<file path="src/core/exc_params.svh">
// constants for the exception sequencing unit: vectors, error code layout, pin idle level, mode at reset
// assumes inclusion by name from the sequencer file
`ifndef EXC_PARAMS_SVH
`define EXC_PARAMS_SVH

`define VEC_DIVIDE 8'h00
`define VEC_STEP 8'h01
`define VEC_NMI 8'h02
`define VEC_BREAK 8'h03
`define VEC_OVERFLOW 8'h04
`define VEC_BOUND 8'h05
`define VEC_BAD_OPCODE 8'h06
`define VEC_NO_COPROC 8'h07
`define VEC_DOUBLE 8'h08
`define VEC_OVERRUN 8'h09
`define VEC_BAD_TSS 8'h0a
`define VEC_NOT_PRESENT 8'h0b
`define VEC_STACK 8'h0c
`define VEC_GENERAL 8'h0d
`define VEC_COPROC_ERR 8'h10
`define VEC_RESERVED_LAST 8'h1f

`define ERR_EXT_BIT 0
`define ERR_IDT_BIT 1
`define ERR_LDT_BIT 2
`define ERR_SEL_LSB 3
`define ERR_NULL 16'h0000

`define ADDR_BIT_ONE_IDLE 1'b1
`define PROT_MODE_RESET 1'b0

`endif

</file>
<file path="src/core/exc_pkg.sv">
// types shared by the exception sequencing unit and its neighbours
// assumes exc_params.svh sits beside it
package exc_pkg;

	// cause reported by the execution unit
	typedef enum logic [3:0] {
		cause_divide = 4'h0,
		cause_break = 4'h1,
		cause_overflow = 4'h2,
		cause_bound = 4'h3,
		cause_bad_opcode = 4'h4,
		cause_bad_operand = 4'h5,
		cause_no_coproc = 4'h6,
		cause_coproc_err = 4'h7,
		cause_bad_tss = 4'h8,
		cause_not_present = 4'h9,
		cause_stack = 4'ha,
		cause_general = 4'hb
	} cause_t;

	typedef enum logic [1:0] {
		st_idle = 2'b00,
		st_invoke = 2'b01,
		st_shutdown = 2'b10,
		st_nmi_exit = 2'b11
	} state_t;

	// fault report from the execution unit
	typedef struct packed {
		logic valid;
		cause_t cause;
		logic executing;
		logic ext;
		logic has_sel;
		logic [15:0] selector;
		logic interrupt_descriptor_table;
		logic local_descriptor_table;
		logic rmw_ro;
		logic [15:0] prefix_addr;
	} exc_req_t;

	// one limit check of the coprocessor data channel
	typedef struct packed {
		logic valid;
		logic later_word;
		logic [15:0] offset;
		logic [15:0] limit;
	} cop_xfer_t;

	// handler invocation order to the frame sequencer
	typedef struct packed {
		logic valid;
		logic [7:0] vector;
		logic push_code;
		logic [15:0] code;
		logic restartable;
		logic [15:0] ret_addr;
		logic ext;
	} dispatch_t;

endpackage : exc_pkg

</file>
<file path="src/core/exception_sequencer.sv">
// exception and interrupt sequencer: picks the next handler, builds its error code,
// detects double faults and runs the shutdown state
// assumes a frame sequencer that acts on dispatch_out and reports invoke_done_in
`timescale 1ns/100ps
`include "exc_params.svh"

// Operation
// - protection violations are exceptions, never masked, via any gate kind
// - vectors 0 to 31 reserved, fixed vector per cause, 0 up to 13; the code sends coprocessor error to 16
// - simultaneous requests: exception, step, nmi, overrun, then maskable request
// - save state per request; pending enabled ones taken before handler runs
// - error code for 8, 10 to 13; none for 0 to 7 and 9
// - all restartable except overrun and carry-type writes to read-only segments; the code also marks double fault not restartable
// - saved return address points at first prefix of faulting instruction
// - error code names the selector; bits 15 to 3 zero without one
// - error code pushed after return address on the handler's stack
// - bad opcode raises 6 only on execution, no error code
// - illegal operand forms also raise vector 6
// - second fault after first of 0 or 10 to 13 gives vector 8
// - violation while handling double fault enters shutdown, nothing runs
// - nmi leaves shutdown if its service is clean, else only reset; the code lets a later nmi leave it again
// - nmi exit keeps protected mode; reset returns to real mode
// - shutdown entry shown as halt cycle with address bit one low
// - new fault while invoking 1-7, 9 or 16 gives no double fault
// - channel checks limit; later word out of segment raises 9
// - vector 9 is an asynchronous request carrying no operation identity
// - error bit 0 set for events outside the program
// - error bit 1 marks descriptor table of vectors; else bit 2 local/global
module exception_sequencer
	import exc_pkg::*;
(
	input wire logic core_clk_in, // processor clock
	input wire logic rst_in, // async reset, active high
	input wire exc_req_t exc_in, // fault report, same clock
	input wire logic step_in, // single step trap pulse, same clock
	input wire logic nmi_in, // non-maskable pin, async
	input wire logic maskable_interrupt_request_in, // request pin, async
	input wire logic maskable_interrupt_request_enable_in, // interrupt flag
	input wire logic [7:0] maskable_interrupt_request_vector_in, // vector from interrupt controller
	input wire logic [15:0] next_addr_in, // code_pointer of next instruction
	input wire logic invoke_done_in, // handler entry finished, pulse
	input wire logic prot_enable_in, // enter protected mode, pulse
	input wire cop_xfer_t cop_in, // coprocessor channel transfer
	output dispatch_t dispatch_out, // handler invocation, valid one cycle
	output logic maskable_interrupt_request_ack_out, // maskable request taken, pulse
	output logic halt_cycle_out, // halt bus cycle, pulse
	output logic address_bit_one_out, // address bit one of that cycle
	output logic shutdown_out, // in shutdown
	output logic prot_mode_out // protected mode active
);

	state_t state_ff;
	state_t nxt_state;
	logic [7:0] cur_vec_ff;
	logic cur_ext_ff;
	logic [1:0] nmi_sync_ff;
	logic [1:0] maskable_interrupt_request_sync_ff;
	logic nmi_last_ff;
	logic nmi_pend_ff;
	logic step_pend_ff;
	logic ovr_pend_ff;
	dispatch_t dispatch_ff;
	dispatch_t nxt_dispatch;
	logic maskable_interrupt_request_ack_ff;
	logic halt_ff;
	logic abit_ff;
	logic shut_ff;
	logic prot_ff;

	// cause to fixed vector
	function automatic logic [7:0] cause_vector(input cause_t c);
		logic [7:0] v;
		v = `VEC_GENERAL;
		unique case (c)
			cause_divide: v = `VEC_DIVIDE;
			cause_break: v = `VEC_BREAK;
			cause_overflow: v = `VEC_OVERFLOW;
			cause_bound: v = `VEC_BOUND;
			cause_bad_opcode: v = `VEC_BAD_OPCODE;
			cause_bad_operand: v = `VEC_BAD_OPCODE;
			cause_no_coproc: v = `VEC_NO_COPROC;
			cause_coproc_err: v = `VEC_COPROC_ERR;
			cause_bad_tss: v = `VEC_BAD_TSS;
			cause_not_present: v = `VEC_NOT_PRESENT;
			cause_stack: v = `VEC_STACK;
			cause_general: v = `VEC_GENERAL;
			// unused cause codes fold into general protection, never masked
			default: v = `VEC_GENERAL;
		endcase
		return v;
	endfunction : cause_vector

	// first faults that escalate a second one
	function automatic logic contributory(input logic [7:0] v);
		return v == `VEC_DIVIDE || (v >= `VEC_BAD_TSS && v <= `VEC_GENERAL);
	endfunction : contributory

	// vectors whose frame carries an error code
	function automatic logic has_code(input logic [7:0] v);
		return v == `VEC_DOUBLE || (v >= `VEC_BAD_TSS && v <= `VEC_GENERAL);
	endfunction : has_code

	// request decode
	wire in_idle = state_ff == st_idle;
	wire in_invoke = state_ff == st_invoke;
	wire in_shut = state_ff == st_shutdown;
	wire in_nmi_exit = state_ff == st_nmi_exit;
	// a bad opcode seen only by prefetch is dropped here
	wire exc_ok = exc_in.valid && !(exc_in.cause == cause_bad_opcode && !exc_in.executing);
	wire [7:0] exc_vec = cause_vector(exc_in.cause);
	wire maskable_interrupt_request_live = maskable_interrupt_request_sync_ff[1] && maskable_interrupt_request_enable_in;
	wire ovr_hit = cop_in.valid && cop_in.later_word && (cop_in.offset > cop_in.limit);

	// fixed priority, instruction exception never masked
	wire take_exc = in_idle && exc_ok;
	wire take_step = in_idle && !exc_ok && step_pend_ff;
	wire take_nmi_run = in_idle && !exc_ok && !step_pend_ff && nmi_pend_ff;
	wire take_nmi = take_nmi_run || (in_shut && nmi_pend_ff);
	wire take_ovr = in_idle && !exc_ok && !step_pend_ff && !nmi_pend_ff && ovr_pend_ff;
	wire take_maskable_interrupt_request = in_idle && !exc_ok && !step_pend_ff && !nmi_pend_ff && !ovr_pend_ff && maskable_interrupt_request_live;

	// faults raised while a handler is being entered
	wire go_shut = exc_ok && ((in_invoke && cur_vec_ff == `VEC_DOUBLE) || in_nmi_exit);
	wire go_double = in_invoke && exc_ok && !go_shut && contributory(cur_vec_ff);
	wire redispatch = in_invoke && exc_ok && !go_shut;
	wire exc_path = take_exc || (redispatch && !go_double);
	wire any_take = take_exc || take_step || take_nmi || take_ovr || take_maskable_interrupt_request || redispatch;

	// vector and frame selection
	wire [7:0] sel_vec = go_double ? `VEC_DOUBLE :
		exc_path ? exc_vec :
		take_step ? `VEC_STEP :
		take_nmi ? `VEC_NMI :
		take_ovr ? `VEC_OVERRUN : maskable_interrupt_request_vector_in;
	// a fault while entering an external event's handler inherits its origin
	wire sel_ext = exc_path ? (exc_in.ext || (redispatch && cur_ext_ff)) :
		go_double ? cur_ext_ff : 1'b1;
	wire [12:0] sel_field = exc_in.has_sel ? exc_in.selector[15:`ERR_SEL_LSB] : 13'h0000;
	wire sel_ldt = !exc_in.interrupt_descriptor_table && exc_in.local_descriptor_table;
	wire [15:0] sel_code = go_double ? `ERR_NULL : {sel_field, sel_ldt, exc_in.interrupt_descriptor_table, sel_ext};
	// carry-type writes to read-only segments cannot be replayed
	wire sel_restart = !(sel_vec == `VEC_OVERRUN || sel_vec == `VEC_DOUBLE ||
		(exc_path && exc_in.rmw_ro && exc_vec == `VEC_GENERAL));
	// faults point back at the first prefix, interrupts at the next instruction
	wire [15:0] sel_ret = (exc_path || go_double) ? exc_in.prefix_addr : next_addr_in;

	// invocation order; frame sequencer pushes return address, then code on handler stack
	always_comb begin
		nxt_dispatch = '0;
		nxt_dispatch.valid = any_take;
		nxt_dispatch.vector = sel_vec;
		nxt_dispatch.push_code = has_code(sel_vec) && !take_maskable_interrupt_request;
		nxt_dispatch.code = has_code(sel_vec) ? sel_code : `ERR_NULL;
		nxt_dispatch.restartable = sel_restart;
		nxt_dispatch.ret_addr = sel_ret;
		nxt_dispatch.ext = sel_ext;
	end

	// sequencing states
	always_comb begin
		nxt_state = state_ff;
		unique case (state_ff)
			st_idle: nxt_state = any_take ? st_invoke : st_idle;
			st_invoke: begin
				if (go_shut)
					nxt_state = st_shutdown;
				else if (!exc_ok && invoke_done_in)
					nxt_state = st_idle;
			end
			st_shutdown: nxt_state = take_nmi ? st_nmi_exit : st_shutdown;
			st_nmi_exit: begin
				if (go_shut)
					nxt_state = st_shutdown;
				else if (invoke_done_in)
					nxt_state = st_idle;
			end
		endcase
	end

	// pin synchronisers, edge taken from the second stage only
	always_ff @(posedge core_clk_in or posedge rst_in) begin
		if (rst_in) begin
			nmi_sync_ff <= 2'h0;
			maskable_interrupt_request_sync_ff <= 2'h0;
			nmi_last_ff <= 1'b0;
		end else begin
			nmi_sync_ff <= {nmi_sync_ff[0], nmi_in};
			maskable_interrupt_request_sync_ff <= {maskable_interrupt_request_sync_ff[0], maskable_interrupt_request_in};
			nmi_last_ff <= nmi_sync_ff[1];
		end
	end

	wire nmi_rise = nmi_sync_ff[1] && !nmi_last_ff;

	// pending flags, a new event wins over its own take
	always_ff @(posedge core_clk_in or posedge rst_in) begin
		if (rst_in) begin
			nmi_pend_ff <= 1'b0;
			step_pend_ff <= 1'b0;
			ovr_pend_ff <= 1'b0;
		end else begin
			nmi_pend_ff <= nmi_rise || (nmi_pend_ff && !take_nmi);
			step_pend_ff <= step_in || (step_pend_ff && !take_step);
			// nothing about the coprocessor operation is kept
			ovr_pend_ff <= ovr_hit || (ovr_pend_ff && !take_ovr);
		end
	end

	// sequencer state and current handler
	always_ff @(posedge core_clk_in or posedge rst_in) begin
		if (rst_in) begin
			state_ff <= st_idle;
			cur_vec_ff <= 8'h00;
			cur_ext_ff <= 1'b0;
		end else begin
			state_ff <= nxt_state;
			cur_vec_ff <= any_take ? sel_vec : cur_vec_ff;
			cur_ext_ff <= any_take ? sel_ext : cur_ext_ff;
		end
	end

	// registered outputs
	always_ff @(posedge core_clk_in or posedge rst_in) begin
		if (rst_in) begin
			dispatch_ff <= '0;
			maskable_interrupt_request_ack_ff <= 1'b0;
			halt_ff <= 1'b0;
			abit_ff <= `ADDR_BIT_ONE_IDLE;
			shut_ff <= 1'b0;
			prot_ff <= `PROT_MODE_RESET;
		end else begin
			dispatch_ff <= nxt_dispatch;
			maskable_interrupt_request_ack_ff <= take_maskable_interrupt_request;
			halt_ff <= go_shut;
			abit_ff <= go_shut ? 1'b0 : `ADDR_BIT_ONE_IDLE;
			shut_ff <= nxt_state == st_shutdown;
			prot_ff <= prot_ff || prot_enable_in;
		end
	end

	assign dispatch_out = dispatch_ff;
	assign maskable_interrupt_request_ack_out = maskable_interrupt_request_ack_ff;
	assign halt_cycle_out = halt_ff;
	assign address_bit_one_out = abit_ff;
	assign shutdown_out = shut_ff;
	assign prot_mode_out = prot_ff;
endmodule : exception_sequencer

</file>
<file path="config.mk">
export PLATFORM = sky130hd
export DESIGN_NAME = exception_sequencer
export DESIGN_NICKNAME = d
export VERILOG_FILES = /design/src/core/exc_pkg.sv /design/src/core/exception_sequencer.sv
export VERILOG_INCLUDE_DIRS = /design/src /design/src/core
export SDC_FILE = /design/constraint.sdc
export NUM_CORES = 1
export LEC_CHECK = 0
export BUFFER_PORTS_ARGS = -buffer_cell sky130_fd_sc_hd__buf_4
export CAP_MARGIN = 0
export CORE_UTILIZATION = 48
export CTS_BUF_LIST = sky130_fd_sc_hd__clkbuf_8
export CTS_CLUSTER_SIZE = 12
export DETAILED_ROUTE_END_ITERATION = 10
export MAX_ROUTING_LAYER = met4
export PLACE_DENSITY = 0.91
export SYNTH_ARGS = -nofsm -noshare
export SYNTH_HDL_FRONTEND = slang
export SYNTH_SLANG_ARGS = --single-unit
</file>
<file path="constraint.sdc">
create_clock -name core_clk_in -period 3.2 [get_ports core_clk_in]
set_input_delay 0.16 -clock core_clk_in [delete_from_list [all_inputs] [get_ports core_clk_in]]
set_output_delay 0.16 -clock core_clk_in [all_outputs]
set_load 0.005 [all_outputs]
</file>
* Word level (Yosys, flattened, before mapping)
Memories as Yosys holds them, arrays and structs flattened.
Cells that the tools add are included.
** Word-level totals
- Bits in read-only memories :: 80
- Flip-flop bits (word level) :: 68
- Input bits :: 109
- Output and inout port bits :: 49
- Memories :: 1
** Memory list
- (no name shown) :: depth 16, width 5, read ports 1, clocked after memory_dff 0, write ports 0, RTL line exception_sequencer.sv:74 : unique case (c)
** Operators by class
- Reductions and logical operators :: 68
- Equal/unequal tests :: 9
- Mux-type cells :: 19
- Magnitude comparators :: 5
** Operators by type and width (count)
- two-way mux 16 bit :: 3
- two-way mux 8 bit :: 5
- logical AND 1 bit :: 33
- == test 8 x 4 -> 1 bit (second input constant) :: 4
- logical OR 1 bit :: 18
- >= comparator 8 x 4 -> 1 bit (second input constant) :: 2
- > comparator 16 bit :: 1
- less-or-equal comparator 8 x 4 -> 1 bit (second input constant) :: 2
- logical NOT 1 bit :: 15
- two-way mux 13 bit :: 1
- logical NOT 8 bit :: 1
- two-way mux 2 bit :: 4
- one-hot mux 2 bit (4 select lines) :: 1
- == test 2 bit (second input constant) :: 3
- two-way mux 1 bit :: 5
- == test 4 x 3 -> 1 bit (second input constant) :: 1
- == test 2 x 1 -> 1 bit (second input constant) :: 1
- logical NOT 2 bit :: 1

* Logic depth before layout (Yosys ltp)
Gate-level depths: netlist of the first run.
- Depth after elaboration :: 18
- Depth in mapped cells :: 11

* Least setup slack after synthesis of the first run
No wires, ideal clock.
- Kind :: register to register
- Start :: register cur_vec_ff[5]
- End :: register dispatch_ff (netlist bit dispatch_out[24])
- Arrival time :: 2.245 ns
- Cell stages (with the launch flop) :: 10
- Setup time :: 0.080 ns
- Required time :: 3.120 ns
- Clock period less this slack :: 2.325 ns
- Path slack :: 0.875 ns
- Cells stage by stage :: dfrtp_1 > nor4_1 > nand2_1 > o31ai_4 > o211a_1 > o21ai_2 > and3_1 > buf_2 > buf_6 > nor3_2
** RTL lines
- start, declared :: RTL line exception_sequencer.sv:54 : logic [7:0] cur_vec_ff;
- start signal, assigned :: RTL line exception_sequencer.sv:217 : cur_vec_ff <= any_take ? sel_vec : cur_vec_ff;
- end signal, assigned :: RTL line exception_sequencer.sv:232 : dispatch_ff <= nxt_dispatch;
- end, declared :: RTL line exception_sequencer.sv:62 : dispatch_t dispatch_ff;

==> results.json, run 1 <==
{
  "wl_met1_um": 3313,
  "grt_overflow_total": 0,
  "drtPass1Iterations": 4,
  "finalWorstSetupSlack_ns": 0.2425,
  "power.leakage_nw": 2.437,
  "final_util_pct": 71.57,
  "dp_worst_setup_slack_ns": 0.3754,
  "crit_top_cell": "nor4_1",
  "clock.fmax_ghz": 0.3381,
  "synth_ff_type": "dfrtp_1",
  "syn_area_um2": 3378,
  "hp-start": "exc_in[10]",
  "drive_above_1_share_pct": 46.15,
  "grt_pass1_vias": 2974,
  "fp.dieH_um": 85.89,
  "crit_path_end_kind": "flip-flop",
  "max_slew_margin_pct": 36.66,
  "drt_iter0_drc": 123,
  "clockBufferDepth": 2,
  "tns_ns": 0,
  "critPathLaunch": "cur_vec_ff[5]$_DFFE_PP0P_",
  "status": "complete, no violations",
  "grt_pass1_wl_um": 13470,
  "die_w_um": 85.89,
  "peakVddDrop_mv": 0.4550,
  "initial_core_util_pct": 49.72,
  "combPwrFrac_pct": 38.5,
  "power.total_mw": 3.078,
  "wl_per_cell_um": 15.06,
  "finalClockSkew_ns": 0.006846,
  "syn_inst": 299,
  "h-tree-depth": 3,
  "num_io_pins": 158,
  "grt.total_usage_pct": 24.56,
  "synth.most_common_cell": "dfrtp_1",
  "via_count": 2939,
  "synth_cell_types": 60,
  "synth.avg_cell_area_um2": 11.30,
  "clkSinkCount": 68,
  "dpl.cell_count": 545,
  "ant_nets": 0,
  "fp-row-count": 30,
  "layout.cells.non_filler": 564,
  "synth_largest_area_cell": "dfrtp_1",
  "power_density_nw_per_um2": 633.1,
  "ys.warnings.count": 0,
  "crit_type": "flip-flop to flip-flop",
  "arrival_ns": 3.19,
  "rsz0062_at_grt": "no",
  "finalCritPeriodShare_pct": 92.42,
  "cts-root-buf": "clkbuf_8",
  "synth_edf_count": 0,
  "ys_seq_area_share_pct": 50.41,
  "clk_latency_ns": 0.35,
  "core_um2": 6794,
  "ys_top_cells_by_area": "dfrtp_1, ha_1, mux2_2, nor3_2, inv_1",
  "cts_resized": 0,
  "synth_common_cells": "dfrtp_1, inv_1, nand3_1",
  "startpoint_type": "flip-flop",
  "ys_ff_latch": 68,
  "n_antenna_cell": 0,
  "wirelength_um": 8496,
  "maxCapViolCount": 0,
  "gp_congestion": 0.9512,
  "hp-class": "primary input to flip-flop",
  "cp_cell_sequence": "nor4_1 > nand2_1 > o31a_4 > o32ai_4 > and3b_1 > o21ai_2 > nor4_1",
  "p_seq_share_pct": 39.9,
  "dp_hpwl_um": 6483,
  "synth_nets": 424,
  "crit_slowest_cell": "nor4_1",
  "crit_family": "simple AND/OR/NAND/NOR gates",
  "cts_tree": "built",
  "antenna_found_initial": 0,
  "min_period_ns": 2.958,
  "hold_viol_final": 0,
  "dr_wl_met2_um": 4525,
  "pwr-share-clk_pct": 21.6,
  "worst-path-buf-inv": 0,
  "slew_viol_final": 0,
  "drc_errors": 0,
  "grt_max_degree": 69,
  "netSwitchingFraction_pct": 34.05,
  "critical_path.max_stage_delay_ns": 0.62,
  "nNetsFinal": 589,
  "netSwitchingPower_mw": 1.048,
  "place.port_buffers": 154,
  "synthArstFlopShare_pct": 100.0,
  "worstPathMaxFanout": 17,
  "timing.rr.start": "cur_vec_ff[5]$_DFFE_PP0P_",
  "cts.clk_slew.worst_paths_ns": 0.07,
  "finalSetupViolations": 0,
  "routed_via_density": 5.211,
  "dr_wl_met3_um": 501,
  "synth_top_area_share_pct": 49.63,
  "top_layer_used": "met4",
  "p_int_mw": 2.030,
  "tightestPinTransition_ns": 0.9499,
  "dieArea_um2": 7377,
  "required_ns": 3.44,
  "synthToLayoutAreaGrowth_pct": 43.93,
  "cts_buffers": 9
}
==> cells by family (layout without fill, tap and decap cells) <==
logic type / Yosys count / after routing / share of synthesized area, %
buffers and inverters: 37 / 206 / 4.926
adder cells (fa/ha/maj): 16 / 16 / 5.926
multiplexers: 25 / 25 / 8.296
flip-flops: 68 / 68 / 50.41
AND/OR/NAND/NOR: 91 / 91 / 15.89
AO/OA/AOI/OAI: 62 / 62 / 14.56
==> power by group through the flow <==
stage	clock [mW]	sequential, mW	combinational (mW)
6_report	0.666	1.23	1.18
5_1_grt	0.712	1.26	1.30
4_1_cts	0.677	1.23	1.19
3_5_place_dp	0	1.24	1.18
3_3_place_gp	0	1.23	1.13
2_1_floorplan	0	1.21	0.735
==> cells in the final DEF (no fill, tap or decap), drive strengths merged, types with 2 or more instances in the layout <==
master and instances:
nand2b 4, inv 29, and2 6, nor2 9, mux2 24, clkbuf 10
o21a 2, nor3 18, dfrtp 67, nand2 17, a31oi 5, or3 2
o31ai 3, nor4 3, a21o 6, nand3 19, nor4b 2, a21oi 11
o21ai 16, dlygate4sd3 4, buf 161, o311ai 2, a22o 2, nand4 5
ha 16, o31a 2
==> path summary, 6_finish.rpt <==
check,end,slack (ns),cells past startpoint
min reg2reg,maskable_interrupt_request_sync_ff[1]$_DFF_PP0_,0.35,0
min,dispatch_out[11]$_DFF_PP0_,0.05,2
min in group asynchronous,prot_mode_out$_DFF_PP0_,0.06,3
max reg2reg,dispatch_out[18]$_DFF_PP0_,0.24,7
max in group asynchronous,dispatch_out[0]$_DFF_PP0_,2.61,3
max,dispatch_out[18]$_DFF_PP0_,0.24,7
==> per-layer routing <==
layer | track usage (%) | up-vias
met5 | - | -
met3 | 6.545 | 18
met4 | 7.879 | 0
li1 | - | 1403
met1 | 26.94 | 1400
met2 | 43.29 | 118
==> stage by stage <==
step | cell area (um2) | hold slack [ns]
floorplan | 3378 | 0.1914
global placement | 4638 | 0.2707
detailed placement | 4638 | 0.2717
CTS | 4862 | 0.03281
global route | 4862 | 0.03167
finish | 4862 | 0.04569
==> area by class of cell <==
type	instances	area, um2
clock inverter	5	46.29
sequential	68	1703
inverter	26	97.59
tap	96	120.1
timing repair buffer	165	1249
clock buffer	10	137.6
multi-input combinational	194	1509
fill	474	1932
==> registers in the layout (all words and copies together) (netlist names), 2 cells and up <==
signal	count
dispatch_out	44
cur_vec_ff	8
maskable_interrupt_request_sync_ff	2
nmi_sync_ff	2
state_ff	2
==> timing repair <==
item | in CTS | in global routing
hold endpoints to repair | 4 | 0
setup buffers | 0 | 0
hold buffers | 4 | 0
Note: power is estimated with default switching activity, not from simulation.
==> run 2: changes to the inputs <==
==> constraint.sdc (replaced) <==
create_clock -name core_clk_in -period 3.2 [get_ports core_clk_in]
set_input_delay 0.64 -clock core_clk_in [delete_from_list [all_inputs] [get_ports core_clk_in]]
set_output_delay 0.64 -clock core_clk_in [all_outputs]
set_load 0.005 [all_outputs]
==> run 2 against run 1 <==
Worst hold slack improved by 0.31 ns. Non-clock buffer count did not move. Maximum frequency rose by 4.4%. Worst setup slack improved by 0.12 ns. Register-to-register slack improved by 0.37 ns. Global-route usage rose by 0.41 points. Final area rose by 0.31%. Cell count rose by 0.18%. Combinational power rose by 8%. Power rose by 2.1%. First-iteration DRC count fell by 13%.
==> results.json, run 2 (same netlist as run 1, synthesis figures left out) <==
{
  "max_slew_margin_pct": 51.43,
  "core_um2": 6794,
  "gp_congestion": 0.8963,
  "nNetsFinal": 589,
  "maxCapViolCount": 0,
  "rsz0062_at_grt": "no",
  "hp-class": "flip-flop to flip-flop",
  "hold_buffers": 0,
  "drive_above_1_share_pct": 47.33,
  "p_int_mw": 2.061,
  "arrival_ns": 3.06,
  "final_cell_mix": "buf_4, dfrtp_1, inv_1",
  "num_io_pins": 158,
  "worstHoldPathCells": 0,
  "die_w_um": 85.89,
  "cts-root-buf": "clkbuf_8",
  "fillers": 478,
  "largest_register_ff_count": 44,
  "ant_nets": 0,
  "placed_cell_area_um2": 4693,
  "tightestPinTransition_ns": 0.7275,
  "dpl.cell_count": 549,
  "r2r_slack_ns": 0.61,
  "fp.dieH_um": 85.89,
  "r2r-end": "dispatch_out[31]$_DFF_PP0_",
  "fp-row-count": 30,
  "place.port_buffers": 154,
  "clkSinkCount": 68,
  "cts.clk_slew.worst_paths_ns": 0.07,
  "grt.total_usage_pct": 24.97,
  "min_period_ns": 2.833,
  "dieArea_um2": 7377,
  "hp-start": "nmi_sync_ff[0]$_DFF_PP0_",
  "crit_type": "primary input to flip-flop",
  "peakVddDrop_mv": 0.4074,
  "netSwitchingFraction_pct": 34.44,
  "p_seq_share_pct": 38.5,
  "pwr-share-clk_pct": 21.2,
  "routed_via_density": 5.234,
  "required_ns": 3.43,
  "via_count": 2957,
  "grt_overflow_total": 0,
  "power.leakage_nw": 2.442,
  "whs_endpoint": "nmi_sync_ff[1]$_DFF_PP0_",
  "wirelength_um": 8694,
  "cts_buffers": 9,
  "drt_iter0_drc": 107,
  "post_cts_buffers": 0,
  "hold_viol_final": 0,
  "status": "complete, no violations",
  "layout.cells.non_filler": 565,
  "cts_resized": 0,
  "initial_core_util_pct": 49.72,
  "finalWorstSetupSlack_ns": 0.3668,
  "stdcell_area_um2": 4877,
  "startpoint_type": "primary input",
  "cts_tree": "built",
  "grt_pass1_vias": 3003,
  "grt_pass1_wl_um": 13630,
  "finalClockSkew_ns": 0.007618,
  "dp_hpwl_um": 6674,
  "slew_viol_final": 0,
  "drc_errors": 0,
  "multi_input_area_um2": 1509,
  "finalSetupViolations": 0,
  "h-tree-depth": 3,
  "r2r_cells": 9,
  "worstPathMaxFanout": 11,
  "netSwitchingPower_mw": 1.082,
  "crit_path_end_kind": "flip-flop",
  "wl_per_cell_um": 15.39,
  "dp_worst_setup_slack_ns": 0.09708,
  "finalCritPeriodShare_pct": 88.54,
  "seqCellArea_um2": 1703,
  "timing.rr.start": "cur_vec_ff[1]$_DFFE_PP0P_",
  "tns_ns": 0,
  "synthToLayoutAreaGrowth_pct": 44.37,
  "final_common_cell": "buf_4",
  "clk_latency_ns": 0.34,
  "antenna_found_initial": 0,
  "drtPass1Iterations": 4,
  "grt_max_degree": 36,
  "fin_hold_ws_ns": 0.3523,
  "power_density_nw_per_um2": 644.4,
  "clockBufferDepth": 2,
  "clock.fmax_ghz": 0.3530,
  "combPwrFrac_pct": 40.3,
  "n_antenna_cell": 0
}
## run 2: worst max-delay path, cell delays in order
cell	delay, ns
buf_4	0.13
or3b_4	0.42
o311a_1	0.47
o2bb2ai_1	0.42
o31ai_1	0.18
and3b_1	0.25
o21ai_2	0.24
buf_4	0.25
nor3_2	0.05
## run 2: area by class of cell
| type | instances | share of cell area (%) |
|---|---|---|
| multi-input cells | 194 | 30.94 |
| repair buffers | 165 | 25.91 |
| clock inverters | 7 | 1.231 |
| inverters | 26 | 2.001 |
| well taps | 96 | 2.463 |
| flip-flops and latches | 68 | 34.92 |
| clock buffers | 9 | 2.540 |
## run 2: worst max path at each step
| stage | start | end | cells after the start |
|---|---|---|---|
| after detailed placement | exc_in[38] | dispatch_out[31]$_DFF_PP0_ | 9 |
| after floorplan | exc_in[38] | dispatch_out[34]$_DFF_PP0_ | 9 |
| after global placement | exc_in[38] | dispatch_out[27]$_DFF_PP0_ | 9 |
| after CTS | exc_in[38] | dispatch_out[31]$_DFF_PP0_ | 9 |
| final | exc_in[38] | dispatch_out[31]$_DFF_PP0_ | 9 |
| after global routing | exc_in[38] | dispatch_out[31]$_DFF_PP0_ | 9 |
## run 2: metal layers
layer,global-route usage [%],share of wire (%),vias up
li1,-,-,1406
met1,26.75,39,1418
met2,45.17,54,113
met3,5.197,5.2,20
met4,9.394,2.2,0
met5,-,0,-
## run 2: per-stage QoR
step / power, mW / utilization, %
floorplan: 1.940 / -
global placement: 2.423 / 69.08
detailed placement: 2.479 / 69.08
CTS: 3.155 / 71.79
global route: 3.323 / 71.79
finish: 3.143 / 71.79
## run 2: power by group through the flow
stage	Clock (mW)	Combinational, mW	Sequential (mW)
floorplan	0	0.735	1.21
detailed placement	0	1.26	1.22
CTS	0.675	1.27	1.21
global route	0.710	1.38	1.24
global placement	0	1.21	1.21
finish	0.665	1.27	1.21
